### config.mk
export PLATFORM = sky130hd
export DESIGN_NAME = fpsd_status
export DESIGN_NICKNAME = d
export VERILOG_FILES = /design/src/logic/fpsd_status.v
export VERILOG_INCLUDE_DIRS = /design/src /design/src/logic
export SDC_FILE = /design/constraint.sdc
export NUM_CORES = 1
export LEC_CHECK = 0
export ABC_AREA = 1
export BUFFER_PORTS_ARGS = -buffer_cell sky130_fd_sc_hd__buf_2
export CAP_MARGIN = 5
export CORE_UTILIZATION = 34
export CTS_CLUSTER_DIAMETER = 150
export DETAILED_ROUTE_END_ITERATION = 10
export PLACE_DENSITY = 0.66
export SYNTH_ARGS = -nofsm -noshare
export SYNTH_HDL_FRONTEND = slang
export SYNTH_SLANG_ARGS = --single-unit
### constraint.sdc
create_clock -name sys_clk -period 0.9 [get_ports sys_clk]
set_input_delay 0 -clock sys_clk [delete_from_list [all_inputs] [get_ports sys_clk]]
set_output_delay 0 -clock sys_clk [all_outputs]
set_load 0.01 [all_outputs]
### src/logic/fpsd_defs.vh
// Constants for the floating-point status and move decode block.
`ifndef FPSD_DEFS_VH
`define FPSD_DEFS_VH

// ----------------------------------------------------------------
// Status word field positions
// ----------------------------------------------------------------
`define FPSD_TT_LO 0
`define FPSD_TT_HI 2
`define FPSD_UEN_BIT 3
`define FPSD_UF_BIT 4
`define FPSD_IEN_BIT 5
`define FPSD_IF_BIT 6
`define FPSD_RM_LO 7
`define FPSD_RM_HI 8
`define FPSD_SWF_LO 9
`define FPSD_SWF_HI 15
`define FPSD_RMB_BIT 16
`define FPSD_RESET_WORD 32'h0000_0000

// ----------------------------------------------------------------
// Rounding selections
// ----------------------------------------------------------------
`define FPSD_RM_NEAREST 2'h0
`define FPSD_RM_ZERO 2'h1
`define FPSD_RM_POS 2'h2
`define FPSD_RM_NEG 2'h3

// ----------------------------------------------------------------
// Trap kind codes
// ----------------------------------------------------------------
`define FPSD_TT_NONE 3'h0
`define FPSD_TT_UNDER 3'h1
`define FPSD_TT_OVER 3'h2
`define FPSD_TT_DIVZ 3'h3
`define FPSD_TT_ILLEGAL 3'h4
`define FPSD_TT_INVALID 3'h5
`define FPSD_TT_INEXACT 3'h6

// ----------------------------------------------------------------
// Instruction formats as presented on instr_format
// ----------------------------------------------------------------
`define FPSD_FMT_9 2'h0
`define FPSD_FMT_11 2'h1
`define FPSD_FMT_12 2'h2

// ----------------------------------------------------------------
// Opcodes
// ----------------------------------------------------------------
`define FPSD_OP9_INT2FLT 4'h0
`define FPSD_OP9_LOAD 4'h1
`define FPSD_OP9_D2S 4'h2
`define FPSD_OP9_S2D 4'h3
`define FPSD_OP9_ROUND 4'h4
`define FPSD_OP9_TRUNC 4'h5
`define FPSD_OP9_STORE 4'h6
`define FPSD_OP9_FLOOR 4'h7
`define FPSD_OP11_COPY 4'h1
`define FPSD_OP11_DIV 4'h8

// ----------------------------------------------------------------
// Integer and float type fields
// ----------------------------------------------------------------
`define FPSD_INT_BYTE 2'h0
`define FPSD_INT_WORD 2'h1
`define FPSD_INT_D2S 2'h2
`define FPSD_INT_DWORD 2'h3
`define FPSD_F_SINGLE 1'h1

// ----------------------------------------------------------------
// Decoded operation kinds on op_kind_q
// ----------------------------------------------------------------
`define FPSD_K_NONE 3'h0
`define FPSD_K_COPY 3'h1
`define FPSD_K_D2S 3'h2
`define FPSD_K_S2D 3'h3
`define FPSD_K_I2F 3'h4
`define FPSD_K_F2I 3'h5
`define FPSD_K_ARITH 3'h6
`define FPSD_K_STATUS 3'h7

`endif

### src/logic/fpsd_status.v
// Floating-point status word, exception priority and move/conversion decode.
//
// Summary of operation
// [RQ1] Bits 8:7 pick one of four roundings
// [RQ2] Nearest ties go to even LSB
// [RQ3] Underflow traps if enabled, else positive zero
// [RQ4] Inexact traps if enabled, else rounded result
// [RQ5] Clean non-status instruction zeroes trap kind
// [RQ6] Reset or load of zero clears kind
// [RQ7] Underflow and inexact always recorded in kind
// [RQ8] Kind codes 000 to 110; never 111
// [RQ9] Float or integer overflow reports overflow
// [RQ10] Nonzero/zero divzero; zero/zero or reserved invalid
// [RQ11] Unsupported instruction form reports illegal
// [RQ12] Other exception beats inexact; inexact flag kept
// [RQ13] Sticky underflow set always; load or reset clears
// [RQ14] Sticky inexact only when alone; load clears
// [RQ15] Data register write sets modified flag
// [RQ16] Scratch bits stored and returned only
// [RQ17] Integer field: byte, word, double word
// [RQ18] Float bit one single, zero double
// [RQ19] Plain copy: no conversion, no exceptions
// [RQ20] Double-single, single-double, integer-float conversions
// [RQ21] Nearest, toward zero, floor integer conversions
// [RQ22] Precision conversions need matching type fields
// [RQ23] Reset aborts work, clears whole status word
// [RQ24] Trapped instruction delivers no result
// [RQ25] Bits 31:17 read zero, ignore writes
`timescale 1ns/1ps
`default_nettype none
`include "fpsd_defs.vh"

module fpsd_status (
    // Clock and reset
    input wire sys_clk,
    input wire rst_n,
    // Instruction completion from the datapath
    input wire instr_valid,
    input wire [1:0] instr_format,
    input wire [3:0] instr_op,
    input wire [1:0] instr_int_type,
    input wire instr_float_single,
    input wire dest_is_fp_reg,
    // Conditions raised by the datapath for this instruction
    input wire cond_underflow,
    input wire cond_overflow,
    input wire cond_inexact,
    input wire cond_reserved_operand,
    input wire cond_divisor_zero,
    input wire cond_dividend_zero,
    // Rounding request for the current instruction
    input wire rnd_valid,
    input wire rnd_sign,
    input wire rnd_lsb,
    input wire rnd_guard,
    input wire rnd_sticky,
    // Status load and store operations
    input wire status_load_op,
    input wire [31:0] status_load_data,
    input wire status_store_op,
    // Results
    output reg done_q,
    output reg trap_req_q,
    output reg [2:0] trap_kind_q,
    output reg deliver_result_q,
    output reg force_pos_zero_q,
    output reg regs_write_q,
    output reg round_up_q,
    output reg round_valid_q,
    // Decode
    output reg [2:0] op_kind_q,
    output reg [1:0] int_type_q,
    output reg float_single_q,
    // Status word
    output reg [1:0] rounding_select_q,
    output reg [31:0] float_status_control_q,
    output reg store_valid_q,
    output reg [31:0] store_data_q
);

    // ----------------------------------------------------------------
    // Status fields
    // ----------------------------------------------------------------
    reg [2:0] trap_kind_code_q;
    reg underflow_trap_enable_q;
    reg underflow_sticky_q;
    reg inexact_trap_enable_q;
    reg inexact_sticky_q;
    reg [6:0] software_scratch_bits_q;
    reg regs_modified_flag_q;

    wire [31:0] status_word;
    assign status_word = {15'h0000, regs_modified_flag_q, software_scratch_bits_q,
                          rounding_select_q, inexact_sticky_q, inexact_trap_enable_q,
                          underflow_sticky_q, underflow_trap_enable_q,
                          trap_kind_code_q}; // RQ25

    // ----------------------------------------------------------------
    // Instruction decode
    // ----------------------------------------------------------------
    reg [2:0] kind_d;
    reg legal_d;
    reg is_div_d;
    reg is_status_d;
    reg [1:0] forced_rm_d;
    reg force_rm_d;

    always @* begin
        kind_d = `FPSD_K_NONE;
        legal_d = 1'b0;
        is_div_d = 1'b0;
        is_status_d = 1'b0;
        forced_rm_d = `FPSD_RM_NEAREST;
        force_rm_d = 1'b0;
        case (instr_format)
            `FPSD_FMT_9: begin
                case (instr_op)
                    `FPSD_OP9_LOAD, `FPSD_OP9_STORE: begin
                        kind_d = `FPSD_K_STATUS;
                        legal_d = 1'b1;
                        is_status_d = 1'b1;
                    end
                    `FPSD_OP9_D2S: begin
                        kind_d = `FPSD_K_D2S; // RQ20
                        legal_d = (instr_float_single == `FPSD_F_SINGLE)
                                  && (instr_int_type == `FPSD_INT_D2S); // RQ22
                    end
                    `FPSD_OP9_S2D: begin
                        kind_d = `FPSD_K_S2D; // RQ20
                        legal_d = (instr_float_single != `FPSD_F_SINGLE)
                                  && (instr_int_type == `FPSD_INT_DWORD); // RQ22
                    end
                    `FPSD_OP9_INT2FLT: begin
                        kind_d = `FPSD_K_I2F; // RQ20
                        legal_d = (instr_int_type != `FPSD_INT_D2S); // RQ17
                    end
                    `FPSD_OP9_ROUND: begin
                        kind_d = `FPSD_K_F2I;
                        legal_d = (instr_int_type != `FPSD_INT_D2S);
                        force_rm_d = 1'b1;
                        forced_rm_d = `FPSD_RM_NEAREST; // RQ21
                    end
                    `FPSD_OP9_TRUNC: begin
                        kind_d = `FPSD_K_F2I;
                        legal_d = (instr_int_type != `FPSD_INT_D2S);
                        force_rm_d = 1'b1;
                        forced_rm_d = `FPSD_RM_ZERO; // RQ21
                    end
                    `FPSD_OP9_FLOOR: begin
                        kind_d = `FPSD_K_F2I;
                        legal_d = (instr_int_type != `FPSD_INT_D2S);
                        force_rm_d = 1'b1;
                        forced_rm_d = `FPSD_RM_NEG; // RQ21
                    end
                    default: legal_d = 1'b0;
                endcase
            end
            `FPSD_FMT_11: begin
                case (instr_op)
                    `FPSD_OP11_COPY: begin
                        kind_d = `FPSD_K_COPY; // RQ19
                        legal_d = 1'b1;
                    end
                    `FPSD_OP11_DIV: begin
                        kind_d = `FPSD_K_ARITH;
                        legal_d = 1'b1;
                        is_div_d = 1'b1;
                    end
                    4'h0, 4'h2, 4'h4, 4'h5, 4'hC, 4'hD: begin
                        kind_d = `FPSD_K_ARITH;
                        legal_d = 1'b1;
                    end
                    default: legal_d = 1'b0;
                endcase
            end
            `FPSD_FMT_12: begin
                case (instr_op)
                    4'h2, 4'h3, 4'h4, 4'h5: begin
                        kind_d = `FPSD_K_ARITH;
                        legal_d = 1'b1;
                    end
                    default: legal_d = 1'b0;
                endcase
            end
            default: legal_d = 1'b0;
        endcase
    end

    // ----------------------------------------------------------------
    // Exception priority
    // ----------------------------------------------------------------
    // Higher-severity codes are checked first so that a lone inexact is
    // the only case in which the inexact code can reach the status word.
    reg [2:0] code_d;
    reg trap_d;
    reg other_exc_d;
    reg set_uf_d;
    reg set_if_d;

    always @* begin
        code_d = `FPSD_TT_NONE;
        trap_d = 1'b0;
        other_exc_d = 1'b1;
        set_uf_d = 1'b0;
        set_if_d = 1'b0;
        if (!legal_d) begin
            code_d = `FPSD_TT_ILLEGAL; // RQ11
            trap_d = 1'b1;
        end else if (kind_d == `FPSD_K_COPY) begin
            other_exc_d = 1'b0; // RQ19
        end else if (cond_reserved_operand
                     || (is_div_d && cond_divisor_zero && cond_dividend_zero)) begin
            code_d = `FPSD_TT_INVALID; // RQ10
            trap_d = 1'b1;
        end else if (is_div_d && cond_divisor_zero) begin
            code_d = `FPSD_TT_DIVZ; // RQ10
            trap_d = 1'b1;
        end else if (cond_overflow) begin
            code_d = `FPSD_TT_OVER; // RQ9
            trap_d = 1'b1;
        end else if (cond_underflow) begin
            code_d = `FPSD_TT_UNDER; // RQ7
            trap_d = underflow_trap_enable_q; // RQ3
            set_uf_d = 1'b1; // RQ13
        end else if (cond_inexact) begin // RQ12
            code_d = `FPSD_TT_INEXACT; // RQ7
            trap_d = inexact_trap_enable_q; // RQ4
            set_if_d = 1'b1; // RQ14
            other_exc_d = 1'b0;
        end else begin
            other_exc_d = 1'b0;
        end
        if (other_exc_d && cond_underflow && legal_d && kind_d != `FPSD_K_COPY) begin
            set_uf_d = 1'b1; // RQ13
        end
    end

    // ----------------------------------------------------------------
    // Rounding decision
    // ----------------------------------------------------------------
    wire [1:0] eff_rm;
    assign eff_rm = force_rm_d ? forced_rm_d : rounding_select_q;

    reg up_d;
    always @* begin
        case (eff_rm)
            `FPSD_RM_NEAREST: up_d = rnd_guard & (rnd_sticky | rnd_lsb); // RQ2
            `FPSD_RM_ZERO: up_d = 1'b0; // RQ1
            `FPSD_RM_POS: up_d = ~rnd_sign & (rnd_guard | rnd_sticky); // RQ1
            `FPSD_RM_NEG: up_d = rnd_sign & (rnd_guard | rnd_sticky); // RQ1
            default: up_d = 1'b0;
        endcase
    end

    // ----------------------------------------------------------------
    // Registers
    // ----------------------------------------------------------------
    wire run_op;
    assign run_op = instr_valid && !is_status_d;

    always @(posedge sys_clk) begin
        if (!rst_n) begin
            trap_kind_code_q <= `FPSD_TT_NONE; // RQ6
            underflow_trap_enable_q <= 1'b0; // RQ23
            underflow_sticky_q <= 1'b0;
            inexact_trap_enable_q <= 1'b0;
            inexact_sticky_q <= 1'b0;
            rounding_select_q <= `FPSD_RM_NEAREST;
            software_scratch_bits_q <= 7'h00;
            regs_modified_flag_q <= 1'b0;
            done_q <= 1'b0;
            trap_req_q <= 1'b0;
            trap_kind_q <= `FPSD_TT_NONE;
            deliver_result_q <= 1'b0;
            force_pos_zero_q <= 1'b0;
            regs_write_q <= 1'b0;
            round_up_q <= 1'b0;
            round_valid_q <= 1'b0;
            op_kind_q <= `FPSD_K_NONE;
            int_type_q <= `FPSD_INT_BYTE;
            float_single_q <= 1'b0;
            float_status_control_q <= `FPSD_RESET_WORD;
            store_valid_q <= 1'b0;
            store_data_q <= `FPSD_RESET_WORD;
        end else begin
            done_q <= run_op;
            trap_req_q <= run_op && trap_d;
            deliver_result_q <= run_op && !trap_d; // RQ24
            regs_write_q <= run_op && !trap_d && dest_is_fp_reg; // RQ24
            force_pos_zero_q <= run_op && !trap_d
                                && code_d == `FPSD_TT_UNDER; // RQ3
            round_valid_q <= rnd_valid;
            round_up_q <= rnd_valid && up_d;
            if (instr_valid) begin
                op_kind_q <= kind_d;
                int_type_q <= instr_int_type; // RQ17
                float_single_q <= instr_float_single; // RQ18
            end
            if (run_op) begin
                trap_kind_q <= code_d; // RQ8
            end
            // A load rewrites every writable field; hardware events that land
            // in the same cycle are ORed into the sticky and modified flags only;
            // the trap kind of a same-cycle instruction is lost to the loaded value.
            if (status_load_op) begin
                trap_kind_code_q <= status_load_data[`FPSD_TT_HI:`FPSD_TT_LO]; // RQ6
                underflow_trap_enable_q <= status_load_data[`FPSD_UEN_BIT];
                inexact_trap_enable_q <= status_load_data[`FPSD_IEN_BIT];
                rounding_select_q <= status_load_data[`FPSD_RM_HI:`FPSD_RM_LO];
                software_scratch_bits_q <=
                    status_load_data[`FPSD_SWF_HI:`FPSD_SWF_LO]; // RQ16
            end else if (run_op) begin
                trap_kind_code_q <= code_d; // RQ5
            end
            underflow_sticky_q <= (status_load_op ? status_load_data[`FPSD_UF_BIT]
                                   : underflow_sticky_q)
                                  | (run_op && set_uf_d); // RQ13
            inexact_sticky_q <= (status_load_op ? status_load_data[`FPSD_IF_BIT]
                                 : inexact_sticky_q)
                                | (run_op && set_if_d && !other_exc_d); // RQ14
            regs_modified_flag_q <= (status_load_op ? status_load_data[`FPSD_RMB_BIT]
                                     : regs_modified_flag_q)
                                    | (run_op && !trap_d && dest_is_fp_reg); // RQ15
            float_status_control_q <= status_word;
            store_valid_q <= status_store_op;
            if (status_store_op) begin
                store_data_q <= status_word; // RQ16
            end
        end
    end

endmodule // fpsd_status
`default_nettype wire

# == Yosys cells after proc, flatten, opt, wreduce, memory -nomap -nowiden ==
# Cells that the tools add are included.
# classes
n_eq_ne,21
mux,56
bitwise,10
n_reduce_logical,30
# ops
cell,n
$mux W1,37
$mux W3,10
$eq A4 B3 Y1 const B,4
$logic_and A1 B1 Y1,16
$pmux W3 S5,1
$eq A4 B4 Y1 const B,3
$eq A2 B2 Y1 const B,5
$pmux W3 S3,1
$eq A4 B2 Y1 const B,2
$pmux W1 S4,2
$reduce_or A4 Y1,2
$reduce_or A8 Y1,1
$reduce_or A7 Y1,1
$eq A3 B1 Y1 const B,2
$pmux W3 S2,1
$or A1 B1 Y1,5
$eq A2 B1 Y1 const B,2
$eq A4 B1 Y1 const B,1
$logic_not A2 Y1,2
$logic_not A4 Y1,1
$mux W2,2
$pmux W2 S2,1
$and A1 B1 Y1,3
$logic_not A1 Y1,3
8 further kinds,9
# word_totals
ff_bits,83
inputBits,58
wordCells,140

# == Logic depth before layout (Yosys ltp) ==
# Gate-level depths: netlist of run 1.
# depth
ltp_word,15
mapped_depth,13
ltp_nobuf,12

# == Least setup slack after synthesis of run 1 ==
# OpenSTA, ideal clock, no wires.
# synth_timing
path_type,input -> register
from,input instr_op[0]
to,register force_pos_zero_q
t_arrival_ns,0.932
slack_ns,-0.093
path_stages,12
path_buffers,1
cell_sequence,buf_6 > inv_2 > nand2_1 > o21ai_2 > nor2_1 > nand2_1 > nand2_2 > nand2_4 > nand2_4 > nor2_4 > nand2_2 > nor2_2
# synth_via
elab_chain_cells,12
word_cells_on_any_way,47
# synth_lines
item,line_no,text
from (decl),fpsd_status.v:40,"input wire [3:0] instr_op,"
"parallel branches: the longest is 11 deep, another holds $reduce_or A7 Y1",-,
$logic_and A1 B1 Y1 (no line) (*),-,
to (signal assigned),fpsd_status.v:290,force_pos_zero_q <= run_op && !trap_d
to (decl),fpsd_status.v:66,"output reg force_pos_zero_q,"
# Every way passes the cells marked *.
# A chain may end at the register's enable or synchronous reset.

# == Worst setup path after layout of run 1 ==
# layout_timing
from,register underflow_trap_enable_q
to,register force_pos_zero_q
# layout_via
elab_chain_cells,9
# layout_lines
item,line_no,text
from (decl),fpsd_status.v:85,reg underflow_trap_enable_q;
from (signal assigned),fpsd_status.v:307,underflow_trap_enable_q <= status_load_data[`FPSD_UEN_BIT];
$mux W1,fpsd_status.v:221,end else if (cond_underflow) begin
$mux W1,fpsd_status.v:218,end else if (cond_overflow) begin
$mux W1,fpsd_status.v:215,end else if (is_div_d && cond_divisor_zero) begin
$mux W1,fpsd_status.v:211,end else if (cond_reserved_operand
$mux W1,fpsd_status.v:209,end else if (kind_d == `FPSD_K_COPY) begin
$mux W1,fpsd_status.v:206,if (!legal_d) begin
$logic_not A1 Y1,fpsd_status.v:290,
$logic_and A1 B1 Y1,fpsd_status.v:290,
$logic_and A1 B1 Y1 (no line),-,
# Every way passes these cells.

==> results.yml, run 1 <==
run_status:
  status: "finished with violations"
  violations: "negative setup slack"
worst_setup_path:
  crit_chain: "nand2_1 > nand3_1 > o21ai_2 > nand2_4 > nor2_4 > nand2_2 > nor2_2"
  cp-start-kind: "flop"
  setup.worst_path.class: "reg2reg"
  crit_required_ns: 1.19
  reg2reg_depth: 7
  arrival_ns: 1.32
  worst-path-stages: 7
  path_buf_inv: 0
  cpLargestDelayFamily: "simple AND/OR/NAND/NOR gates"
  end_kind: "flop"
  critical_path.max_fanout: 2
  slowest_delay_ns: 0.35
  cpMaxStageDelayCell: "dfxtp_2"
floorplanning:
  die-area_mm2: 0.009005
  die_x_um: 94.90
  io_pins: 141
  dieHeight_um: 94.90
  start_util_pct: 35.35
  core_mm2: 0.008299
  num_rows: 33
timing:
  skew_ns: 0.007139
  setup_slack_ns: -0.1315
  setup_tns_ns: -0.6845
  rsz0062_at_grt: "yes"
  period_share_pct: 114.6
  timing.fmax_ghz: 0.9694
  setup_viol: 7
  period_needed_ns: 1.032
  finalHoldViolCount: 0
  drv_slew: 0
power:
  power_density_mw_per_mm2: 1719
  power_frac_comb_pct: 16.3
  vdd_ir_drop_max_uv: 572.7
  switching_share_pct: 25.64
  clkPwrFrac_pct: 39.5
  p_leak_nw: 2.291
  p_int_mw: 5.518
  pwr-share-seq_pct: 44.1
  netSwitchingPower_mw: 1.902
global_route:
  grt_use_met3_pct: 2.738
  grt_overflow: 0
  grt_max_degree: 45
  grt_first_pass_wirelength_mm: 11.25
  grt_pass1_vias: 2399
  grt_busiest_layer: "met2"
  antenna_found_initial: 0
  grtUsageMet1_pct: 20.92
  grt_use_met2_pct: 26.68
  grt_usage_pct: 16.24
cts:
  cts_max_path_buffers: 2
  htree_levels: 3
  numCtsBuffers: 9
  cts_tree: "built"
  insertion_delay_ns: 0.34
  cts.sinks: 68
  path_clk_slew_ns: 0.07
  root_buffer: "clkbuf_8"
logic_synthesis:
  synth_top_family_by_area: "simple AND/OR/NAND/NOR gates"
  synthArstFlopShare_pct: 0
  yosysUniqueCellTypes: 27
  synth_ff_type: "dfxtp_1"
  synth_edf_count: 0
  synth_area_mm2: 0.002934
  synth_fa_ha_area_share_pct: 0
  synthMuxAreaShare_pct: 0.6823
  synthTopCellsByArea: "dfxtp_1, nor2_1, buf_4"
  synthCells: 396
  yosysWarnings: 0
  synth_xor_area_share_pct: 0.2985
  yosysMostFrequentCell: "nor2_1"
  yosys.area_share.simple_pct: 25.29
  synth_top_area_cell: "dfxtp_1"
  synth_area_per_cell_um2: 7.409
  ys_seq_elements: 68
  netlist_top_cells_count: "nor2_1, dfxtp_1, nand2_1, inv_1, o21ai_0"
  synth_compound_area_share_pct: 10.53
  synth_seq_area_share_pct: 46.40
  synth_top_area_share_pct: 46.40
route:
  wl_per_cell_um: 11.72
  dr.first_iter.drc_count: 108
  drt-pass1-iter-count: 4
  vias_per_cell: 4.411
  post-route-drc-count: 0
  wirelength_mm: 7.608
  vias: 2863
  ant_nets: 0
final_layout:
  area_growth_syn_to_layout_pct: 47.08
  insertedDiodeCount: 0
  fin_nets: 597
  drive_gt1_share_pct: 37.32
  final_core_util_pct: 52.00
job:
  maxCapViolations: 0
placement:
  pre_cts_ws_ns: -0.3346
  dp_hpwl_mm: 5.204
  gp_congestion: 0.9101
  io_buffers: 95
worst_hold_path:
  hold_path.class: "in2reg"
  hold_path_depth: 3
repair_timing:
action	CTS	global route
gates resized for setup	11	51
endpoints found under the setup margin	8	17
gates cloned	0	1
buffers inserted	2	9
hold buffers	19	0
endpoints found under the hold margin	22	0
pin swaps	5	26
per-layer routing:
layer | wire length, µm | up-vias
li1 | - | 1462
met1 | 3330 | 1292
met2 | 3750 | 100
met3 | 450 | 9
met4 | 76 | 0
met5 | 0 | -
per-stage QoR:
step | power (mW) | hold WS, ns | area (µm²) | instances
6_report | 7.420 | 0.01730 | 4315 | 649
4_1_cts | 7.329 | 0.001389 | 4049 | 640
3_5_place_dp | 4.317 | 0.2168 | 3573 | 603
5_1_grt | 7.771 | 0.01707 | 4315 | 649
3_3_place_gp | 4.298 | 0.2130 | 3573 | 603
2_1_floorplan | 3.993 | 0.1119 | 3070 | 425
cell families after synthesis:
family / after synthesis
AND/OR/NAND/NOR: 171
flip-flops: 68
AO/OA/AOI/OAI: 58
other: 1
multiplexers: 2
buffers and inverters: 95
XOR/XNOR: 1
power by group through the flow:
stage | sequential, mW | clock, mW | combinational, mW
floorplan | 3.39 | 0 | 0.603
global placement | 3.33 | 0 | 0.963
detailed placement | 3.34 | 0 | 0.979
CTS | 3.27 | 2.98 | 1.08
global route | 3.29 | 3.13 | 1.35
finish | 3.28 | 2.93 | 1.21
layout make-up:
cell class | count | area [µm²]
clock buffer | 13 | 168.9
clock inverter | 3 | 67.56
fill | 806 | 3984
inverter | 48 | 182.7
multi-input combinational | 263 | 1373
sequential | 68 | 1369
tap | 105 | 131.4
timing repair buffer | 149 | 1023
tightest hold or removal path, stage by stage:
cell	delay (ns)
buf_2	0.10
buf_4	0.15
a21oi_1	0.07
worst paths after layout:
kind / start / endpoint / slack, ns
worst max-delay path: underflow_trap_enable_q / force_pos_zero_q / -0.13
worst min-delay path: status_store_op / store_data_q[7] / 0.02
worst max register to register: underflow_trap_enable_q / force_pos_zero_q / -0.13
worst min register to register: software_scratch_bits_q[0] / float_status_control_q[9] / 0.44
registers in the layout (all words and copies together), names as in the netlist, 2 cells and up:
| name | count |
|---|---|
| float_status_control_q | 17 |
| int_type_q | 2 |
| op_kind_q | 3 |
| rounding_select_q | 2 |
| software_scratch_bits_q | 7 |
| store_data_q | 17 |
| trap_kind_code_q | 3 |
| trap_kind_q | 3 |
cell usage in the layout, fill, tap and decap left out, types with 4 or more instances in the layout:
cell type | netlist | final
buf_2 | 0 | 89
nor2_1 | 76 | 65
dfxtp_1 | 68 | 64
nand2_1 | 56 | 50
inv_1 | 43 | 42
o21ai_0 | 35 | 34
conb_1 | 1 | 30
buf_4 | 31 | 28
dlygate4sd3_1 | 0 | 19
a21oi_1 | 16 | 13
clkbuf_8 | 0 | 12
nand3_1 | 16 | 11
nor2_4 | 2 | 10
nor2_2 | 6 | 9
buf_6 | 2 | 8
nand2_2 | 3 | 7
nand3_2 | 1 | 6
inv_2 | 5 | 5
nand2_4 | 2 | 5
nand4_1 | 4 | 4
buf_12 | 0 | 4
Note: power is estimated with default switching activity, not from simulation.
==> inputs of run 2 (changes only) <==
--- a/config.mk
+++ b/config.mk
@@ -12,7 +12,7 @@
 export CORE_UTILIZATION = 34
 export CTS_CLUSTER_DIAMETER = 150
 export DETAILED_ROUTE_END_ITERATION = 10
-export PLACE_DENSITY = 0.66
+export RECOVER_POWER = 25
 export SYNTH_ARGS = -nofsm -noshare
 export SYNTH_HDL_FRONTEND = slang
 export SYNTH_SLANG_ARGS = --single-unit
==> results.yml, run 2 (synthesized netlist as in run 1, its figures left out) <==
worst_setup_path:
  cp-start-kind: "flop"
  setup.worst_path.class: "reg2reg"
  path_buf_inv: 0
  crit_required_ns: 1.18
  end_kind: "flop"
  cpMaxStageDelayCell: "dfxtp_2"
  critical_path.max_fanout: 2
  crit_chain: "nand2_1 > nand3_2 > o21ai_2 > nand2_4 > nor2_4 > nand2_2 > nor2_2"
  slowest_delay_ns: 0.34
  r2r_start: "inexact_trap_enable_q"
  worstSetupStartpoint: "inexact_trap_enable_q"
  arrival_ns: 1.31
  cpLargestDelayFamily: "simple AND/OR/NAND/NOR gates"
placement:
  io_buffers: 95
  dp_hpwl_mm: 5.433
  gp_congestion: 0.8296
  placed_cells: 612
floorplanning:
  start_util_pct: 35.35
  dieHeight_um: 94.90
  num_rows: 33
  die-area_mm2: 0.009005
  core_mm2: 0.008299
  die_x_um: 94.90
  io_pins: 141
power:
  switching_share_pct: 26.00
  vdd_ir_drop_max_uv: 677.7
  power_frac_comb_pct: 16.6
  p_int_mw: 5.478
  pwr-share-seq_pct: 44.3
  power_density_mw_per_mm2: 1699
  p_leak_nw: 2.322
  netSwitchingPower_mw: 1.924
  clkPwrFrac_pct: 39.1
timing:
  setup_slack_ns: -0.1294
  holdWs_ns: 0.02930
  skew_ns: 0.007693
  rsz0062_at_grt: "yes"
  period_needed_ns: 1.029
  finalHoldViolCount: 0
  period_share_pct: 114.4
  setup_viol: 15
  relSlewSlack_pct: 64.13
  tightest_slew_ns: 0.5375
  drv_slew: 0
  timing.fmax_ghz: 0.9714
cts:
  numCtsBuffers: 9
  path_clk_slew_ns: 0.07
  cts_tree: "built"
  cts.sinks: 68
  root_buffer: "clkbuf_8"
  cts_max_path_buffers: 2
  htree_levels: 3
  insertion_delay_ns: 0.34
final_layout:
  multi_input_area_mm2: 0.001355
  n_fill_cell: 831
  insertedDiodeCount: 0
  top_regs: "float_status_control_q: 17 flops, store_data_q: 17 flops, software_scratch_bits_q: 7 flops"
  regArea_mm2: 0.001369
  fin_nets: 607
  drive_gt1_share_pct: 38.45
  final_cell_mix: "buf_2, nor2_1, dfxtp_1, nand2_1, inv_1"
  final_cells: 659
  area_growth_syn_to_layout_pct: 48.44
  final_common_cell: "buf_2"
global_route:
  grt_pass1_vias: 2609
  antenna_found_initial: 0
  grt_usage_pct: 17.61
  grt_max_degree: 43
  grt_first_pass_wirelength_mm: 12.11
  grt_overflow: 0
route:
  wl_per_cell_um: 11.72
  vias: 2951
  drt-pass1-iter-count: 4
  dr.first_iter.drc_count: 120
  wirelength_mm: 7.721
  vias_per_cell: 4.478
  post-route-drc-count: 0
  ant_nets: 0
run_status:
  violations: "negative setup slack"
  status: "finished with violations"
job:
  maxCapViolations: 0
worst_hold_path:
  hold_path.class: "in2reg"
  hp-start: "status_load_data[0]"
run 2: final cells by class:
cell class	count	share of cell area, %
inverters	48	4.252
flip-flops and latches	68	31.43
clock inverters	5	1.896
clock buffers	11	3.505
well taps	105	3.016
multi-input cells	263	31.11
repair buffers	159	24.79
run 2: path summary, 6_finish.rpt:
check | depth (start not counted) | slack (ns) | endpoint
setup / recovery | 7 | -0.13 | force_pos_zero_q
hold / removal | 5 | 0.03 | trap_kind_code_q[0]
setup reg to reg | 7 | -0.13 | force_pos_zero_q
hold reg to reg | 2 | 0.44 | float_status_control_q[14]
run 2: power by group through the flow:
| stage | registers [mW] | clock network (mW) | logic (mW) |
|---|---|---|---|
| 2_1_floorplan | 3.39 | 0 | 0.603 |
| 3_3_place_gp | 3.34 | 0 | 1.00 |
| 3_5_place_dp | 3.34 | 0 | 1.01 |
| 4_1_cts | 3.28 | 2.96 | 1.10 |
| 5_1_grt | 3.30 | 3.09 | 1.37 |
| 6_report | 3.28 | 2.90 | 1.23 |
run 2: routing by layer:
metal | wire, µm | global-route usage [%]
met1 | 3281 | 22.56
met2 | 3744 | 28.72
met3 | 567 | 3.060
met4 | 127 | 7.955
met5 | 0 | 0
run 2: timing repair:
action	4_1_cts	5_1_grt
hold buffers	18	0
endpoints found under the setup margin	10	19
endpoints found under the hold margin	20	0
buffers inserted	3	10
gates resized for setup	7	52
pin swaps	6	18
cloned	0	1
run 2: worst register-to-register path, stage by stage, from the launching register on:
cell     delay, ns
dfxtp_2       0.34
nand2_1       0.09
nand3_2       0.07
o21ai_2       0.17
nand2_4       0.08
nor2_4        0.10
nand2_2       0.06
nor2_2        0.07
run 2: per-stage QoR:
step | setup TNS (ns) | utilization [%] | setup WS [ns] | power [mW] | instance area [µm²]
2_1_floorplan | -0.3777 | - | -0.06889 | 3.993 | 3070
3_3_place_gp | -4.485 | 43.87 | -0.3255 | 4.336 | 3641
3_5_place_dp | -4.505 | 43.87 | -0.3513 | 4.352 | 3641
4_1_cts | -0.5814 | 49.43 | -0.1104 | 7.333 | 4103
5_1_grt | -2.149 | 52.48 | -0.1979 | 7.763 | 4355
6_report | -1.035 | 52.48 | -0.1294 | 7.402 | 4355
